===== src/shared/i2c_port_pkg.sv =====
`default_nettype none

package i2c_port_pkg;

  // ************************************************************
  // Bus addressing
  // ************************************************************
  localparam logic [6:0] TARGET_ADDR = 7'h31;
  localparam logic [7:0] REG_FIRST = 8'h00;
  localparam logic [7:0] REG_LAST = 8'h0E;
  localparam logic [7:0] REG_CHIP_ID = 8'h00;
  localparam logic [7:0] REG_SOFT_RESET = 8'h0E;
  localparam int REG_COUNT = 15;

  // Identity byte: value is arbitrary
  localparam logic [7:0] CHIP_ID_VALUE = 8'hA5;

  // ************************************************************
  // Register bank defaults, entry i in bits [8*i+7:8*i]
  // ************************************************************
  localparam logic [8*REG_COUNT-1:0] REG_DEFAULT = {
    8'h00, 8'h00, 8'h00, 8'h00, 8'h00,
    8'h00, 8'h00, 8'h00, 8'h00, 8'h00,
    8'h00, 8'h00, 8'h35, 8'h10, 8'h00
  };

  // ************************************************************
  // Framing and buffering
  // ************************************************************
  localparam logic [3:0] BITS_PER_BYTE = 4'h8;
  localparam int WRITE_FIFO_DEPTH = 8;

  // One accepted register write on its way to the converter
  typedef struct packed {
    logic [7:0] reg_addr;
    logic [7:0] data;
  } cfg_write_t;

  typedef enum logic [2:0] {ST_IDLE, ST_RX, ST_ACK, ST_TX, ST_MACK} bus_state_t;
  typedef enum logic [1:0] {KIND_ADDR, KIND_REG, KIND_DATA} byte_kind_t;

endpackage

`default_nettype wire


===== src/verilog/i2c_register_slave_port.sv =====
// Behaviour
// - Target only, own address 31h
// - Registers 01h through 0Dh readable and writable, 00h read-only
// - Works at 100 and 400 kbit/s
// - Data changes only while clock low
// - Detect start and stop with clock high
// - Eight-bit bytes, each followed by acknowledge
// - Most significant bit first
// - Unlimited bytes per transfer; written bytes acknowledged only up to 0Eh
// - Device may stretch clock when not ready
// - Receiver holds data low through acknowledge
// - First byte: address plus direction bit
// - Write: address, register, data, each acknowledged
// - Undefined register address: not-acknowledge, go idle
// - Multi-byte reads and writes supported
// - Write to 0Eh resets bank, write-only

`default_nettype none

module i2c_register_slave_port (
  // Clock and reset
  input wire logic clock,
  input wire logic sys_rst,
  // Serial clock line
  input wire logic scl_in,
  output logic scl_out,
  output logic scl_oe,
  // Serial data line
  input wire logic sda_in,
  output logic sda_out,
  output logic sda_oe,
  // Accepted register writes toward the converter
  output logic cfg_valid,
  input wire logic cfg_ready,
  output i2c_port_pkg::cfg_write_t cfg,
  // Bank returned to defaults
  output logic soft_reset
);

  // ************************************************************
  // Line sampling
  // ************************************************************

  logic [1:0] scl_sync;
  logic [1:0] sda_sync;
  logic scl_q;
  logic sda_q;

  // Three flops per line; at 10 ns a 400 kbit/s bit is well oversampled
  always_ff @(posedge clock or posedge sys_rst) begin
    if (sys_rst) begin
      scl_sync <= 2'h3;
      sda_sync <= 2'h3;
      scl_q <= 1'b1;
      sda_q <= 1'b1;
    end else begin
      scl_sync <= {scl_sync[0], scl_in};
      sda_sync <= {sda_sync[0], sda_in};
      scl_q <= scl_sync[1];
      sda_q <= sda_sync[1];
    end
  end

  // Edge and condition decode, from the second and third flops
  wire scl = scl_sync[1];
  wire sda = sda_sync[1];
  wire scl_rise = scl && !scl_q;
  wire scl_fall = !scl && scl_q;
  wire scl_high = scl && scl_q;
  wire start_seen = scl_high && sda_q && !sda;
  wire stop_seen = scl_high && !sda_q && sda;

  // ************************************************************
  // Protocol state
  // ************************************************************

  i2c_port_pkg::bus_state_t state;
  i2c_port_pkg::bus_state_t next_state;
  i2c_port_pkg::byte_kind_t kind;
  i2c_port_pkg::byte_kind_t next_kind;
  logic [7:0] shift;
  logic [7:0] next_shift;
  logic [3:0] bitcnt;
  logic [3:0] next_bitcnt;
  logic [7:0] pointer;
  logic [7:0] next_pointer;
  logic read_dir;
  logic next_read_dir;
  logic more;
  logic next_more;
  logic stretch;
  logic next_stretch;
  logic drive_low;
  logic next_drive_low;

  logic [7:0] rd_data;
  logic push_ready;
  logic fifo_valid;
  i2c_port_pkg::cfg_write_t fifo_data;

  // Byte boundary: eighth bit taken and clock gone low, or held low by us
  wire in_rx = (state == i2c_port_pkg::ST_RX);
  wire byte_end = in_rx && (bitcnt == i2c_port_pkg::BITS_PER_BYTE) && (scl_fall || stretch);
  wire addr_hit = (shift[7:1] == i2c_port_pkg::TARGET_ADDR);
  wire reg_ok = (shift <= i2c_port_pkg::REG_LAST);
  wire ptr_ok = (pointer <= i2c_port_pkg::REG_LAST);
  wire is_data = (kind == i2c_port_pkg::KIND_DATA);
  wire push_valid = byte_end && is_data && ptr_ok;
  wire [7:0] pointer_inc = 8'(pointer + 8'h01);

  // Next-state logic; start and stop override whatever byte is in flight
  always_comb begin
    next_state = state;
    next_kind = kind;
    next_shift = shift;
    next_bitcnt = bitcnt;
    next_pointer = pointer;
    next_read_dir = read_dir;
    next_more = more;
    next_stretch = stretch;
    next_drive_low = drive_low;
    if (start_seen) begin
      // A repeated start lands here too and keeps the pointer
      next_state = i2c_port_pkg::ST_RX;
      next_kind = i2c_port_pkg::KIND_ADDR;
      next_bitcnt = 4'h0;
      next_drive_low = 1'b0;
      next_stretch = 1'b0;
    end else if (stop_seen) begin
      next_state = i2c_port_pkg::ST_IDLE;
      next_drive_low = 1'b0;
      next_stretch = 1'b0;
    end else begin
      case (state)
        i2c_port_pkg::ST_RX: begin
          if (scl_rise && bitcnt != i2c_port_pkg::BITS_PER_BYTE) begin
            next_shift = {shift[6:0], sda};
            next_bitcnt = 4'(bitcnt + 4'h1);
          end else if (byte_end) begin
            case (kind)
              i2c_port_pkg::KIND_ADDR: begin
                if (addr_hit) begin
                  next_read_dir = shift[0];
                  next_state = i2c_port_pkg::ST_ACK;
                  next_drive_low = 1'b1;
                end else begin
                  next_state = i2c_port_pkg::ST_IDLE;
                end
              end
              i2c_port_pkg::KIND_REG: begin
                if (reg_ok) begin
                  next_pointer = shift;
                  next_state = i2c_port_pkg::ST_ACK;
                  next_drive_low = 1'b1;
                end else begin
                  next_state = i2c_port_pkg::ST_IDLE;
                end
              end
              default: begin
                if (!ptr_ok) begin
                  // Pointer ran off the bank: refuse the byte
                  next_state = i2c_port_pkg::ST_IDLE;
                  next_stretch = 1'b0;
                end else if (push_ready) begin
                  // Stretch stays on for now; the ack state lets go of scl
                  next_pointer = pointer_inc;
                  next_state = i2c_port_pkg::ST_ACK;
                  next_drive_low = 1'b1;
                end else begin
                  // Buffer full: hold the clock low until one entry is taken from it
                  next_stretch = 1'b1;
                end
              end
            endcase
          end
        end
        i2c_port_pkg::ST_ACK: begin
          // Release scl a cycle after sda is pulled, so sda never moves with scl high
          next_stretch = 1'b0;
          if (scl_fall) begin
            // Let go of the line only after the ninth pulse ends
            next_drive_low = 1'b0;
            next_bitcnt = 4'h0;
            if (kind == i2c_port_pkg::KIND_ADDR && read_dir) begin
              next_state = i2c_port_pkg::ST_TX;
              next_shift = rd_data;
              next_drive_low = !rd_data[7];
            end else begin
              next_state = i2c_port_pkg::ST_RX;
              next_kind = (kind == i2c_port_pkg::KIND_ADDR) ? i2c_port_pkg::KIND_REG : i2c_port_pkg::KIND_DATA;
            end
          end
        end
        i2c_port_pkg::ST_TX: begin
          if (scl_fall) begin
            if (bitcnt == 4'h7) begin
              // Eighth bit done: release for the controller's answer
              next_state = i2c_port_pkg::ST_MACK;
              next_drive_low = 1'b0;
              next_pointer = pointer_inc;
            end else begin
              next_shift = {shift[6:0], 1'b0};
              next_drive_low = !shift[6];
              next_bitcnt = 4'(bitcnt + 4'h1);
            end
          end
        end
        i2c_port_pkg::ST_MACK: begin
          if (scl_rise) begin
            next_more = !sda;
          end else if (scl_fall) begin
            if (more) begin
              // Controller wants another byte
              next_state = i2c_port_pkg::ST_TX;
              next_shift = rd_data;
              next_drive_low = !rd_data[7];
              next_bitcnt = 4'h0;
            end else begin
              // Not acknowledged: wait for stop or restart
              next_state = i2c_port_pkg::ST_IDLE;
            end
          end
        end
        default: begin
          next_state = i2c_port_pkg::ST_IDLE;
        end
      endcase
    end
  end

  // State registers
  always_ff @(posedge clock or posedge sys_rst) begin
    if (sys_rst) begin
      state <= i2c_port_pkg::ST_IDLE;
      kind <= i2c_port_pkg::KIND_ADDR;
      shift <= 8'h00;
      bitcnt <= 4'h0;
      pointer <= 8'h00;
      read_dir <= 1'b0;
      more <= 1'b0;
      stretch <= 1'b0;
      drive_low <= 1'b0;
    end else begin
      state <= next_state;
      kind <= next_kind;
      shift <= next_shift;
      bitcnt <= next_bitcnt;
      pointer <= next_pointer;
      read_dir <= next_read_dir;
      more <= next_more;
      stretch <= next_stretch;
      drive_low <= next_drive_low;
    end
  end

  // ************************************************************
  // Pins
  // ************************************************************

  // Open drain: only ever pull low, release means enable off
  assign sda_out = 1'b0;
  assign sda_oe = drive_low;
  assign scl_out = 1'b0;
  assign scl_oe = stretch;

  // ************************************************************
  // Write buffer and register bank
  // ************************************************************

  i2c_port_pkg::cfg_write_t push_data;
  assign push_data.reg_addr = pointer;
  assign push_data.data = shift;

  write_fifo #(
    .WIDTH($bits(i2c_port_pkg::cfg_write_t)),
    .DEPTH(i2c_port_pkg::WRITE_FIFO_DEPTH)
  ) u_fifo (
    .clock(clock),
    .sys_rst(sys_rst),
    .in_valid(push_valid),
    .in_ready(push_ready),
    .in_data(push_data),
    .out_valid(fifo_valid),
    .out_ready(cfg_ready),
    .out_data(fifo_data)
  );

  // The bank changes only when the converter side takes the write
  wire pop = fifo_valid && cfg_ready;
  wire pop_reset = pop && (fifo_data.reg_addr == i2c_port_pkg::REG_SOFT_RESET);
  wire pop_write = pop && !pop_reset && (fifo_data.reg_addr != i2c_port_pkg::REG_CHIP_ID);
  assign cfg_valid = fifo_valid;
  assign cfg = fifo_data;

  reg_bank_mem u_bank (
    .clock(clock),
    .sys_rst(sys_rst),
    .wr_en(pop_write),
    .wr_addr(fifo_data.reg_addr),
    .wr_data(fifo_data.data),
    .clear(pop_reset),
    .rd_addr(pointer),
    .rd_data(rd_data)
  );

  // One-cycle notice that the bank went back to defaults
  always_ff @(posedge clock or posedge sys_rst) begin
    if (sys_rst) begin
      soft_reset <= 1'b0;
    end else begin
      soft_reset <= pop_reset;
    end
  end

endmodule // i2c_register_slave_port

`default_nettype wire


===== src/verilog/reg_bank_mem.sv =====
`default_nettype none

module reg_bank_mem (
  // Clock and reset
  input wire logic clock,
  input wire logic sys_rst,
  // Write port and bank clear
  input wire logic wr_en,
  input wire logic [7:0] wr_addr,
  input wire logic [7:0] wr_data,
  input wire logic clear,
  // Registered read port
  input wire logic [7:0] rd_addr,
  output logic [7:0] rd_data
);

  logic [7:0] entry [i2c_port_pkg::REG_COUNT];

  // Entry 0 is the fixed identity byte, the rest are writable flops
  assign entry[0] = i2c_port_pkg::CHIP_ID_VALUE;

  genvar i;
  generate
    for (i = 1; i < i2c_port_pkg::REG_COUNT; i++) begin : g_entry
      always_ff @(posedge clock or posedge sys_rst) begin
        if (sys_rst) begin
          entry[i] <= i2c_port_pkg::REG_DEFAULT[8*i +: 8];
        end else if (clear) begin
          entry[i] <= i2c_port_pkg::REG_DEFAULT[8*i +: 8];
        end else if (wr_en && wr_addr == 8'(i)) begin
          entry[i] <= wr_data;
        end
      end
    end
  endgenerate

  // Unmapped and write-only locations read as zero
  wire rd_ok = (rd_addr <= i2c_port_pkg::REG_LAST) && (rd_addr != i2c_port_pkg::REG_SOFT_RESET);

  always_ff @(posedge clock or posedge sys_rst) begin
    if (sys_rst) begin
      rd_data <= 8'h00;
    end else begin
      rd_data <= rd_ok ? entry[rd_addr[3:0]] : 8'h00;
    end
  end

endmodule // reg_bank_mem

`default_nettype wire


===== src/verilog/write_fifo.sv =====
`default_nettype none

module write_fifo #(
  parameter int WIDTH = 16,
  parameter int DEPTH = 8
) (
  // Clock and reset
  input wire logic clock,
  input wire logic sys_rst,
  // Filling side
  input wire logic in_valid,
  output logic in_ready,
  input wire logic [WIDTH-1:0] in_data,
  // Draining side
  output logic out_valid,
  input wire logic out_ready,
  output logic [WIDTH-1:0] out_data
);

  localparam int AW = $clog2(DEPTH);

  logic [WIDTH-1:0] store [DEPTH];
  logic [AW-1:0] wr_ptr;
  logic [AW-1:0] rd_ptr;
  logic [AW:0] count;
  wire push = in_valid && in_ready;
  wire pop = out_valid && out_ready;

  // Honest flags straight from the occupancy count
  assign in_ready = (count != (AW+1)'(DEPTH));
  assign out_valid = (count != '0);
  assign out_data = store[rd_ptr];

  // Storage has no reset; only pointers and count are control state
  always_ff @(posedge clock) begin
    if (push) begin
      store[wr_ptr] <= in_data;
    end
  end

  // Pointers wrap at DEPTH, which need not be a power of two
  always_ff @(posedge clock or posedge sys_rst) begin
    if (sys_rst) begin
      wr_ptr <= '0;
      rd_ptr <= '0;
      count <= '0;
    end else begin
      if (push) begin
        wr_ptr <= (wr_ptr == AW'(DEPTH - 1)) ? '0 : AW'(wr_ptr + 1'b1);
      end
      if (pop) begin
        rd_ptr <= (rd_ptr == AW'(DEPTH - 1)) ? '0 : AW'(rd_ptr + 1'b1);
      end
      count <= (AW+1)'(count + {{AW{1'b0}}, push} - {{AW{1'b0}}, pop});
    end
  end

endmodule // write_fifo

`default_nettype wire

===== config.mk =====
export PLATFORM = sky130hd
export DESIGN_NAME = i2c_register_slave_port
export DESIGN_NICKNAME = d
export VERILOG_FILES = /design/src/shared/i2c_port_pkg.sv /design/src/verilog/i2c_register_slave_port.sv /design/src/verilog/reg_bank_mem.sv /design/src/verilog/write_fifo.sv
export SDC_FILE = /design/constraint.sdc
export NUM_CORES = 1
export LEC_CHECK = 0
export BUFFER_PORTS_ARGS = -buffer_cell sky130_fd_sc_hd__clkbuf_2
export CAP_MARGIN = 25
export CORE_UTILIZATION = 35
export DETAILED_ROUTE_END_ITERATION = 8
export GPL_TIMING_DRIVEN = 0
export MAX_ROUTING_LAYER = met4
export PLACE_DENSITY = 0.53
export RECOVER_POWER = 25
export SLEW_MARGIN = 20
export SYNTH_ARGS = -nofsm -noshare
export SYNTH_HDL_FRONTEND = slang
export SYNTH_SLANG_ARGS = --single-unit

===== constraint.sdc =====
create_clock -name clock -period 5.8 [get_ports clock]
set_input_delay 1.16 -clock clock [delete_from_list [all_inputs] [get_ports clock]]
set_output_delay 1.16 -clock clock [all_outputs]
set_load 0.005 [all_outputs]

==> results of run 1 <==
-- worst max-delay path: stages (launching register included) --
cell	delay [ps]
dfrtp_1	460
buf_1	520
buf_1	550
mux4_2	410
mux2i_2	740
inv_1	380
clkbuf_2	210
-- logic make-up (layout without fill, tap and decap cells) --
kind of cell	count (synthesis)	in the layout
AO/OA/AOI/OAI	200	200
XOR/XNOR	3	3
adder cells (fa/ha/maj)	15	15
buffers and inverters	104	206
flip-flops	286	286
multiplexers	134	134
other	1	2
AND/OR/NAND/NOR	258	258
-- registers in the layout, indices dropped and copies added, names as in the netlist, 3 cells and up --
signal / cells
bitcnt: 4
pointer: 8
shift: 8
state: 3
u_bank.entry: 104
u_bank.rd_data: 8
u_fifo.count: 4
u_fifo.rd_ptr: 3
u_fifo.store: 128
u_fifo.wr_ptr: 3
-- power groups by stage --
stage          registers (µW)  clock network [µW]  logic (µW)
6_report                 2250                2060         976
5_1_grt                  2250                2190        1060
4_1_cts                  2250                2100         980
3_5_place_dp             2280                   0         977
3_3_place_gp             2280                   0         963
2_1_floorplan            2260                   0         652
-- how the worst min path moves through the flow --
stage / startpoint / endpoint / slack [ps]
2_1_floorplan: scl_sync[0] / scl_sync[1] / 350
3_3_place_gp: scl_sync[0] / scl_sync[1] / 350
3_5_place_dp: scl_sync[0] / scl_sync[1] / 350
4_1_cts: scl_sync[0] / scl_sync[1] / 360
5_1_grt: scl_sync[0] / scl_sync[1] / 370
6_report: scl_sync[0] / scl_sync[1] / 360
-- layer usage --
metal	wire length (µm)	up-vias
li1	-	3928
met1	16200	4373
met2	16700	197
met3	1420	59
met4	810	0
met5	0	-
-- per-stage QoR --
| step | worst slack, ps | utilization (%) | setup TNS [ps] | instances |
|---|---|---|---|---|
| 6_report | 846 | 40.9 | 0 | 1615 |
| 5_1_grt | 650 | 40.9 | 0 | 1615 |
| 4_1_cts | 579 | 40.8 | 0 | 1613 |
| 3_5_place_dp | 1140 | 38.0 | 0 | 1552 |
| 3_3_place_gp | -1810 | 37.4 | -275260 | 1537 |
| 2_1_floorplan | 395 | - | 0 | 1002 |
-- Yosys cell counts, types with 9 or more instances --
library cell	n	area, µm²
nand3_1	12	60.1
o31ai_1	17	128
a211oi_2	10	125
mux4_2	42	946
nor2b_1	9	56.3
buf_2	10	50.1
clkbuf_1	20	75.1
a211oi_1	26	195
ha_1	14	175
nor2_1	95	357
mux2i_1	65	651
dfrtp_1	147	3680
dfstp_2	11	289
nand4_1	11	68.8
edfxtp_1	128	3840
o2bb2ai_1	12	105
nand2_1	64	240
nor3_1	12	60.1
a21oi_1	27	135
mux2_2	18	203
buf_4	11	82.6
inv_1	41	154
o21ai_0	42	210
buf_6	13	146
-- layout make-up --
| type | count | share of cell area [%] |
|---|---|---|
| clock buffer | 50 | 6.46 |
| sequential | 286 | 50.9 |
| tap | 511 | 4.16 |
| multi-input combinational | 612 | 32.6 |
| buffer | 61 | 2.48 |
| timing repair buffer | 41 | 1.87 |
| clock inverter | 11 | 0.522 |
| inverter | 43 | 1.06 |
==> results.toml, run 1 <==
[floorplan]
die_w_um = 197
fp.coreArea_um2 = 37600
num_rows = 71
die_h_um = 197
initial_core_util_pct = 35.4
io_pins = 27
die-area_um2 = 38800

[timing]
tightest_slew_ps = 3530
relSlewSlack_pct = -137
holdWs_ps = 362
rsz0062_at_grt = "no"
setup_viol = 0
hold_viol = 0
period_minus_slack_ps = 4950
max_freq_mhz = 202
period_share_pct = 85.4
finClkSkew_ps = 29.6
slew_viol_final = 75

[clocking]
htree_levels = 2
ctsHoldBuffers = 0
cts.clk_slew.worst_paths_ps = 60
cts_root_buffer = "clkbuf_16"
clock-sinks = 286
cts_setup_buffers = 0
cts_resized = 0
cts_tree = "built"
insertion_delay_ps = 520
clockBufferDepth = 3
cts_buffers = 34

[placement]
hpwl_mm = 24.1
place_area_um2 = 14300
port_buffers = 24
place_congestion = 0.871

[pwr]
combPwrFrac_pct = 18.5
power_switching_uw = 1510
cellLeakagePower_uw = 0.00607
clkPwrFrac_pct = 39.0
p_per_area_nw_per_um2 = 344
seqPwrFrac_pct = 42.5
sw_frac_of_total_pct = 28.7
finalPower_uw = 5280
ir_worst_vdd_mv = 0.209
p_int_uw = 3770

[critical_path]
startpoint = "u_fifo.rd_ptr[1]"
arrival_ps = 3790
path_max_fanout = 10
r2r_slack_ps = 1520
critical_path_class = "reg -> out"
cp-start-kind = "flip-flop"
endpoint = "cfg[6]"
endpoint_kind = "output port"
reg2reg_depth = 10
r2r_end = "u_fifo.store[5][14]"
required_ps = 4640
timing.rr.start = "pointer[0]"

[finish]
fin_nets = 1099
multi_input_area_um2 = 5000
final_common_cell = "dfrtp_1"
area_delta_synth_final_pct = 15.4
final_layout_size_suffix_gt1_share_pct = 21.9
antenna_cells = 0
fillers = 3534
final_cell_mix = "dfrtp_1 (147), edfxtp_1 (128), nor2_1 (93), mux2i_1 (65), nand2_1 (64)"
ff_latch_area_um2 = 7810
final_area_um2 = 15400

[global_route]
met3_usage_pct = 2.67
met2_usage_pct = 30.1
busiest_layer = "met2"
grt_pass1_wl_mm = 54.5
first_global_vias = 8632
grt_use_met1_pct = 26.3
grtUsageTotal_pct = 19.3
grt_max_degree = 85
overflow = 0
antenna_found_initial = 0

[logic_synthesis]
dominantRegCellSynth = "dfrtp_1"
synth-xor-area-share_pct = 0.197
yosysUniqueCellTypes = 76
synth_area_um2 = 13300
synth_fa_ha_area_share_pct = 1.47
synthMuxAreaShare_pct = 14.7
synth_edf_count = 128
netlist_instances = 1001
syn_avg_cell_area_um2 = 13.3
yosys_warnings = 0
async_flop_share_pct = 55.2
synth.ff_latch_count = 286
synthSimpleGateAreaFrac_pct = 9.72
synth_top_family_by_area = "multiplexers"
synth-seq-area-share_pct = 58.7
synth-compound-area-share_pct = 11.1

[drt]
final_antenna_net_count = 0
route.detailed.drc = 0
wire_per_inst_um = 21.7
num_vias = 8557
drt-pass1-iter-count = 5
wl_mm = 35.1
routed_via_density = 5.30
drt-initial-drc-count = 654

[job]
maxCapViolations = 1

[hold_path]
hold_depth = 0
holdCritPathClass = "reg -> reg"

[run_status]
outcome = "complete, but fails checks"
violations = "capacitance limit, slew limit"
Note: power is estimated with default switching activity, not from simulation.
==> run 2, diff against run 1 <==
--- a/config.mk
+++ b/config.mk
@@ -8,7 +8,9 @@
 export BUFFER_PORTS_ARGS = -buffer_cell sky130_fd_sc_hd__clkbuf_2
 export CAP_MARGIN = 25
 export CORE_UTILIZATION = 35
+export CTS_BUF_LIST = sky130_fd_sc_hd__clkbuf_2 sky130_fd_sc_hd__clkbuf_4 sky130_fd_sc_hd__clkbuf_8
 export DETAILED_ROUTE_END_ITERATION = 8
+export GPL_ROUTABILITY_DRIVEN = 0
 export GPL_TIMING_DRIVEN = 0
 export MAX_ROUTING_LAYER = met4
 export PLACE_DENSITY = 0.53
==> run 2 against run 1 <==
The flow still finishes with violations (capacitance limit, slew limit). Critical path depth stayed put. Utilization is 0.080 points higher. Combinational power hardly changed. Power is 0.69% lower. Die area stayed put. Count of clock-buffer cells in the layout is 17 higher. Sequential power hardly changed. Highest routed layer unchanged.
==> results.toml, run 2 (synthesis results as in run 1) <==
[run_status]
outcome = "complete, but fails checks"
violations = "capacitance limit, slew limit"

[pwr]
cellLeakagePower_uw = 0.00612
ir_worst_vdd_mv = 0.186
p_per_area_nw_per_um2 = 341

[clocking]
cts.clk_slew.worst_paths_ps = 60
cts_tree = "built"
ctsHoldBuffers = 0
cts_resized = 0
insertion_delay_ps = 610
cts_buffers = 50
clockBufferDepth = 3
htree_levels = 2
clock-sinks = 286
cts_setup_buffers = 0
cts_root_buffer = "clkbuf_8"

[floorplan]
initial_core_util_pct = 35.4
fp.coreArea_um2 = 37600
die_w_um = 197
die_h_um = 197
num_rows = 71
die-area_um2 = 38800
io_pins = 27

[finish]
top_regs = "u_fifo.store: 128 flops, u_bank.entry: 104 flops"
regMostFlops = "u_fifo.store"
final_layout_size_suffix_gt1_share_pct = 24.6
largest_register_ffs = 128
final_cell_mix = "dfrtp_1 (147), edfxtp_1 (128), nor2_1 (93), mux2i_1 (65), nand2_1 (64)"
fin_util_pct = 40.9
antenna_cells = 0
area_delta_synth_final_pct = 15.6
multi_input_area_um2 = 5010
final_common_cell = "dfrtp_1"
fin_nets = 1114
fillers = 3551
ff_latch_area_um2 = 7810

[timing]
finClkSkew_ps = 28.6
period_share_pct = 87.4
max_freq_mhz = 197
holdWs_ps = 362
period_minus_slack_ps = 5070
relSlewSlack_pct = -139
slew_viol_final = 75
setup_viol = 0
tightest_slew_ps = 3570
rsz0062_at_grt = "no"
hold_viol = 0

[global_route]
grt_max_degree = 85
first_global_vias = 8801
grtUsageTotal_pct = 19.6
grt_pass1_wl_mm = 55.1
antenna_found_initial = 0
overflow = 0

[critical_path]
cpMaxStageDelayCell = "mux2i_2"
critical_path_class = "reg -> out"
startpoint = "u_fifo.rd_ptr[1]"
required_ps = 4640
cp-start-kind = "flip-flop"
r2r_end = "u_fifo.store[5][2]"
path_max_fanout = 10
reg2reg_depth = 10
timing.rr.start = "pointer[0]"
cpPeakStageDelay_ps = 760
cp_common_cell = "buf_1"
r2r_slack_ps = 1480
endpoint_kind = "output port"
crit_chain = "buf_1 > buf_1 > mux4_2 > mux2i_2 > inv_1 > clkbuf_2"
arrival_ps = 3910
endpoint = "cfg[6]"

[job]
maxCapViolations = 1

[drt]
final_antenna_net_count = 0
wire_per_inst_um = 21.5
num_vias = 8638
drt-pass1-iter-count = 5
drt-initial-drc-count = 612
wl_mm = 35.3
route.detailed.drc = 0
routed_via_density = 5.24

[hold_path]
holdCritPathClass = "reg -> reg"

[placement]
hpwl_mm = 24.1
port_buffers = 24
run 2: cell count changes in the layout (fill, tap and decap cells not counted), sizes merged:
cell and delta:
buf -1, clkinvlp +3, clkinv +10, bufinv +3, clkbuf +17
run 2: where the power goes:
part / internal, µW / switching, µW / total (µW)
clock network: 1150 / 867 / 2020
logic: 361 / 617 / 978
registers: 2170 / 70.9 / 2250
total: 3690 / 1550 / 5240
run 2: layout make-up:
cell class | count | area share, %
Tap cell | 511 | 4.16
Clock buffer | 67 | 5.59
Clock inverter | 27 | 1.57
Sequential cell | 286 | 50.8
Timing Repair Buffer | 40 | 1.81
Multi-Input combinational cell | 612 | 32.6
Buffer | 61 | 2.47
Inverter | 43 | 1.06
run 2: worst min-delay path by stage:
stage / end / start / cells past startpoint
6_report: sda_sync[1] / sda_sync[0] / 0
3_3_place_gp: scl_sync[1] / scl_sync[0] / 0
5_1_grt: sda_sync[1] / sda_sync[0] / 0
3_5_place_dp: scl_sync[1] / scl_sync[0] / 0
2_1_floorplan: scl_sync[1] / scl_sync[0] / 0
4_1_cts: scl_sync[1] / scl_sync[0] / 0
run 2: worst max-delay path, delay by kind of cell (launching register included):
family / cells / cell delay, ps
multiplexers: 2 / 1170
flip-flops: 1 / 470
buffers and inverters: 4 / 1660
run 2: metrics by stage:
| stage | setup TNS, ps | setup WS, ps | power, µW | std cells | cell area (µm²) |
|---|---|---|---|---|---|
| 3_3_place_gp | -275260 | -1810 | 3250 | 1537 | 14100 |
| 6_report | 0 | 728 | 5240 | 1647 | 15400 |
| 3_5_place_dp | 0 | 1140 | 3260 | 1552 | 14300 |
| 4_1_cts | 0 | 480 | 5300 | 1646 | 15400 |
| 2_1_floorplan | 0 | 395 | 2910 | 1002 | 13300 |
| 5_1_grt | 0 | 542 | 5490 | 1647 | 15400 |
run 2: per-layer routing:
layer	track usage [%]	vias up	wire length (µm)
met2	30.1	261	16700
li1	-	3975	-
met4	6.17	0	826
met3	4.00	58	1940
met1	26.2	4344	15900
met5	-	-	0
==> run 3, diff against run 2 <==
--- a/config.mk
+++ b/config.mk
@@ -7,6 +7,7 @@
 export LEC_CHECK = 0
 export BUFFER_PORTS_ARGS = -buffer_cell sky130_fd_sc_hd__clkbuf_2
 export CAP_MARGIN = 25
+export CORE_ASPECT_RATIO = 1.5
 export CORE_UTILIZATION = 35
 export CTS_BUF_LIST = sky130_fd_sc_hd__clkbuf_2 sky130_fd_sc_hd__clkbuf_4 sky130_fd_sc_hd__clkbuf_8
 export DETAILED_ROUTE_END_ITERATION = 8
==> run 3 against run 2 <==
The run still ends with capacitance limit, slew limit left. Via count is 0.60% lower. First-iteration DRC count shrank 30%. Power rose by 0.17%. Clock skew increased by 1.2 ps. Clock power rose by 2%. Routed wire length decreased by 0.78%. Final area down 0.16%. Non-clock buffer count is 2 higher. Worst hold slack improved by 2.4 ps. Sequential share of layout area rose by 0.083 points. Largest power group unchanged.
==> results.toml, run 3 (synthesis results as in run 1) <==
[drt]
final_antenna_net_count = 0
num_vias = 8586
wire_per_inst_um = 21.7
route.detailed.drc = 0
wl_mm = 35.1
routed_via_density = 5.31
drt-pass1-iter-count = 4
drt-initial-drc-count = 430

[finish]
fin_nets = 1110
fillers = 3582
final_layout_size_suffix_gt1_share_pct = 24.3
largest_register_ffs = 128
final_cell_mix = "dfrtp_1 (147), edfxtp_1 (128), nor2_1 (93), mux2i_1 (65), nand2_1 (64)"
final_common_cell = "dfrtp_1"
regMostFlops = "u_fifo.store"
top_regs = "u_fifo.store: 128 flops, u_bank.entry: 104 flops"
area_delta_synth_final_pct = 15.4

[clocking]
cts_resized = 0
clock-sinks = 286
htree_levels = 2
cts_root_buffer = "clkbuf_8"
cts.clk_slew.worst_paths_ps = 60
cts_setup_buffers = 0
insertion_delay_ps = 600
cts_buffers = 44
cts_tree = "built"
ctsHoldBuffers = 0
clockBufferDepth = 3

[run_status]
outcome = "complete, but fails checks"
violations = "capacitance limit, slew limit"

[floorplan]
die-area_um2 = 38800
num_rows = 87
io_pins = 27
initial_core_util_pct = 35.4
fp.coreArea_um2 = 37600
die_w_um = 161
die_h_um = 241

[pwr]
p_per_area_nw_per_um2 = 342
ir_worst_vdd_mv = 0.181
finalPower_uw = 5250
cellLeakagePower_uw = 0.00612

[timing]
setup_viol = 0
finClkSkew_ps = 29.8
period_share_pct = 88.8
tightest_slew_ps = 3560
slew_viol_final = 76
period_minus_slack_ps = 5150
rsz0062_at_grt = "no"
hold_viol = 0
relSlewSlack_pct = -138
max_freq_mhz = 194
worst_slack_ps = 651

[global_route]
overflow = 0
antenna_found_initial = 1
grt_pass1_wl_mm = 54.8
grt_max_degree = 84
first_global_vias = 8955
grtUsageTotal_pct = 19.5

[hold_path]
hold_depth = 0
min_to = "scl_sync[1]"
holdCritPathClass = "reg -> reg"
min_from = "scl_sync[0]"

[critical_path]
r2r_slack_ps = 1470
path_max_fanout = 10
timing.rr.start = "pointer[0]"
critical_path_class = "reg -> out"
reg2reg_depth = 10
endpoint_kind = "output port"
cp-start-kind = "flip-flop"
r2r_end = "u_fifo.store[3][11]"
required_ps = 4640
arrival_ps = 3990

[placement]
post-place-ws_ps = 1270
hpwl_mm = 25.0
port_buffers = 24

[job]
maxCapViolations = 1
## run 3: changes by cell type in the layout (fill, tap and decap cells not counted), moves of 3 or more
| cell | change |
|---|---|
| clkbuf_4 | -5 |
| clkbuf_8 | +3 |
| clkinv_1 | -5 |
| clkinv_2 | -4 |
| clkinvlp_4 | -3 |
## run 3: per-layer routing
layer / vias up / routed length [µm] / track usage, %
li1: 3966 / - / -
met1: 4402 / 14100 / 22.1
met2: 147 / 18800 / 34.8
met3: 71 / 901 / 2.23
met4: 0 / 1240 / 7.83
met5: - / 0 / -
## run 3: how the worst max path moves through the flow
stage                           from               end  slack [ps]  cells after the start
floorplan                    sys_rst         bitcnt[0]         390                      1
global placement             sys_rst  u_bank.entry[40]       -1710                      2
detailed placement  u_fifo.rd_ptr[1]            cfg[3]        1270                      6
CTS                 u_fifo.rd_ptr[1]            cfg[3]         610                      6
global route        u_fifo.rd_ptr[1]            cfg[3]         430                      6
finish              u_fifo.rd_ptr[1]            cfg[3]         650                      6
## run 3: final cells by class
class                   instances  area [µm²]  area share (%)
diodes                          1        2.50          0.0163
flip-flops and latches        286        7810            50.9
repair buffers                 42         298            1.94
clock inverters                17         238            1.55
clock buffers                  65         863            5.62
plain buffers                  61         380            2.48
well taps                     489         612            3.98
inverters                      43         163            1.06
multi-input cells             612        4990            32.5
## run 3: power breakdown
part	switching, µW	internal [µW]
logic	595	350
clock network	838	1230
registers	67.3	2170
## run 3: critical path, stage by stage, from the launching register on
cell and delay, ps:
dfrtp_1 430, buf_1 510, buf_1 580, mux4_2 420, mux2i_2 830, inv_1 400
clkbuf_2 210
## run 3: metrics by stage
step | std cells | utilization, % | hold slack, ps | setup TNS (ps) | area (µm²)
floorplan | 1002 | - | 345 | 0 | 13300
global placement | 1515 | 37.4 | 345 | -274800 | 14000
detailed placement | 1533 | 38.0 | 349 | 0 | 14300
CTS | 1615 | 40.9 | 364 | 0 | 15400
global route | 1616 | 40.9 | 372 | 0 | 15400
finish | 1616 | 40.9 | 364 | 0 | 15400
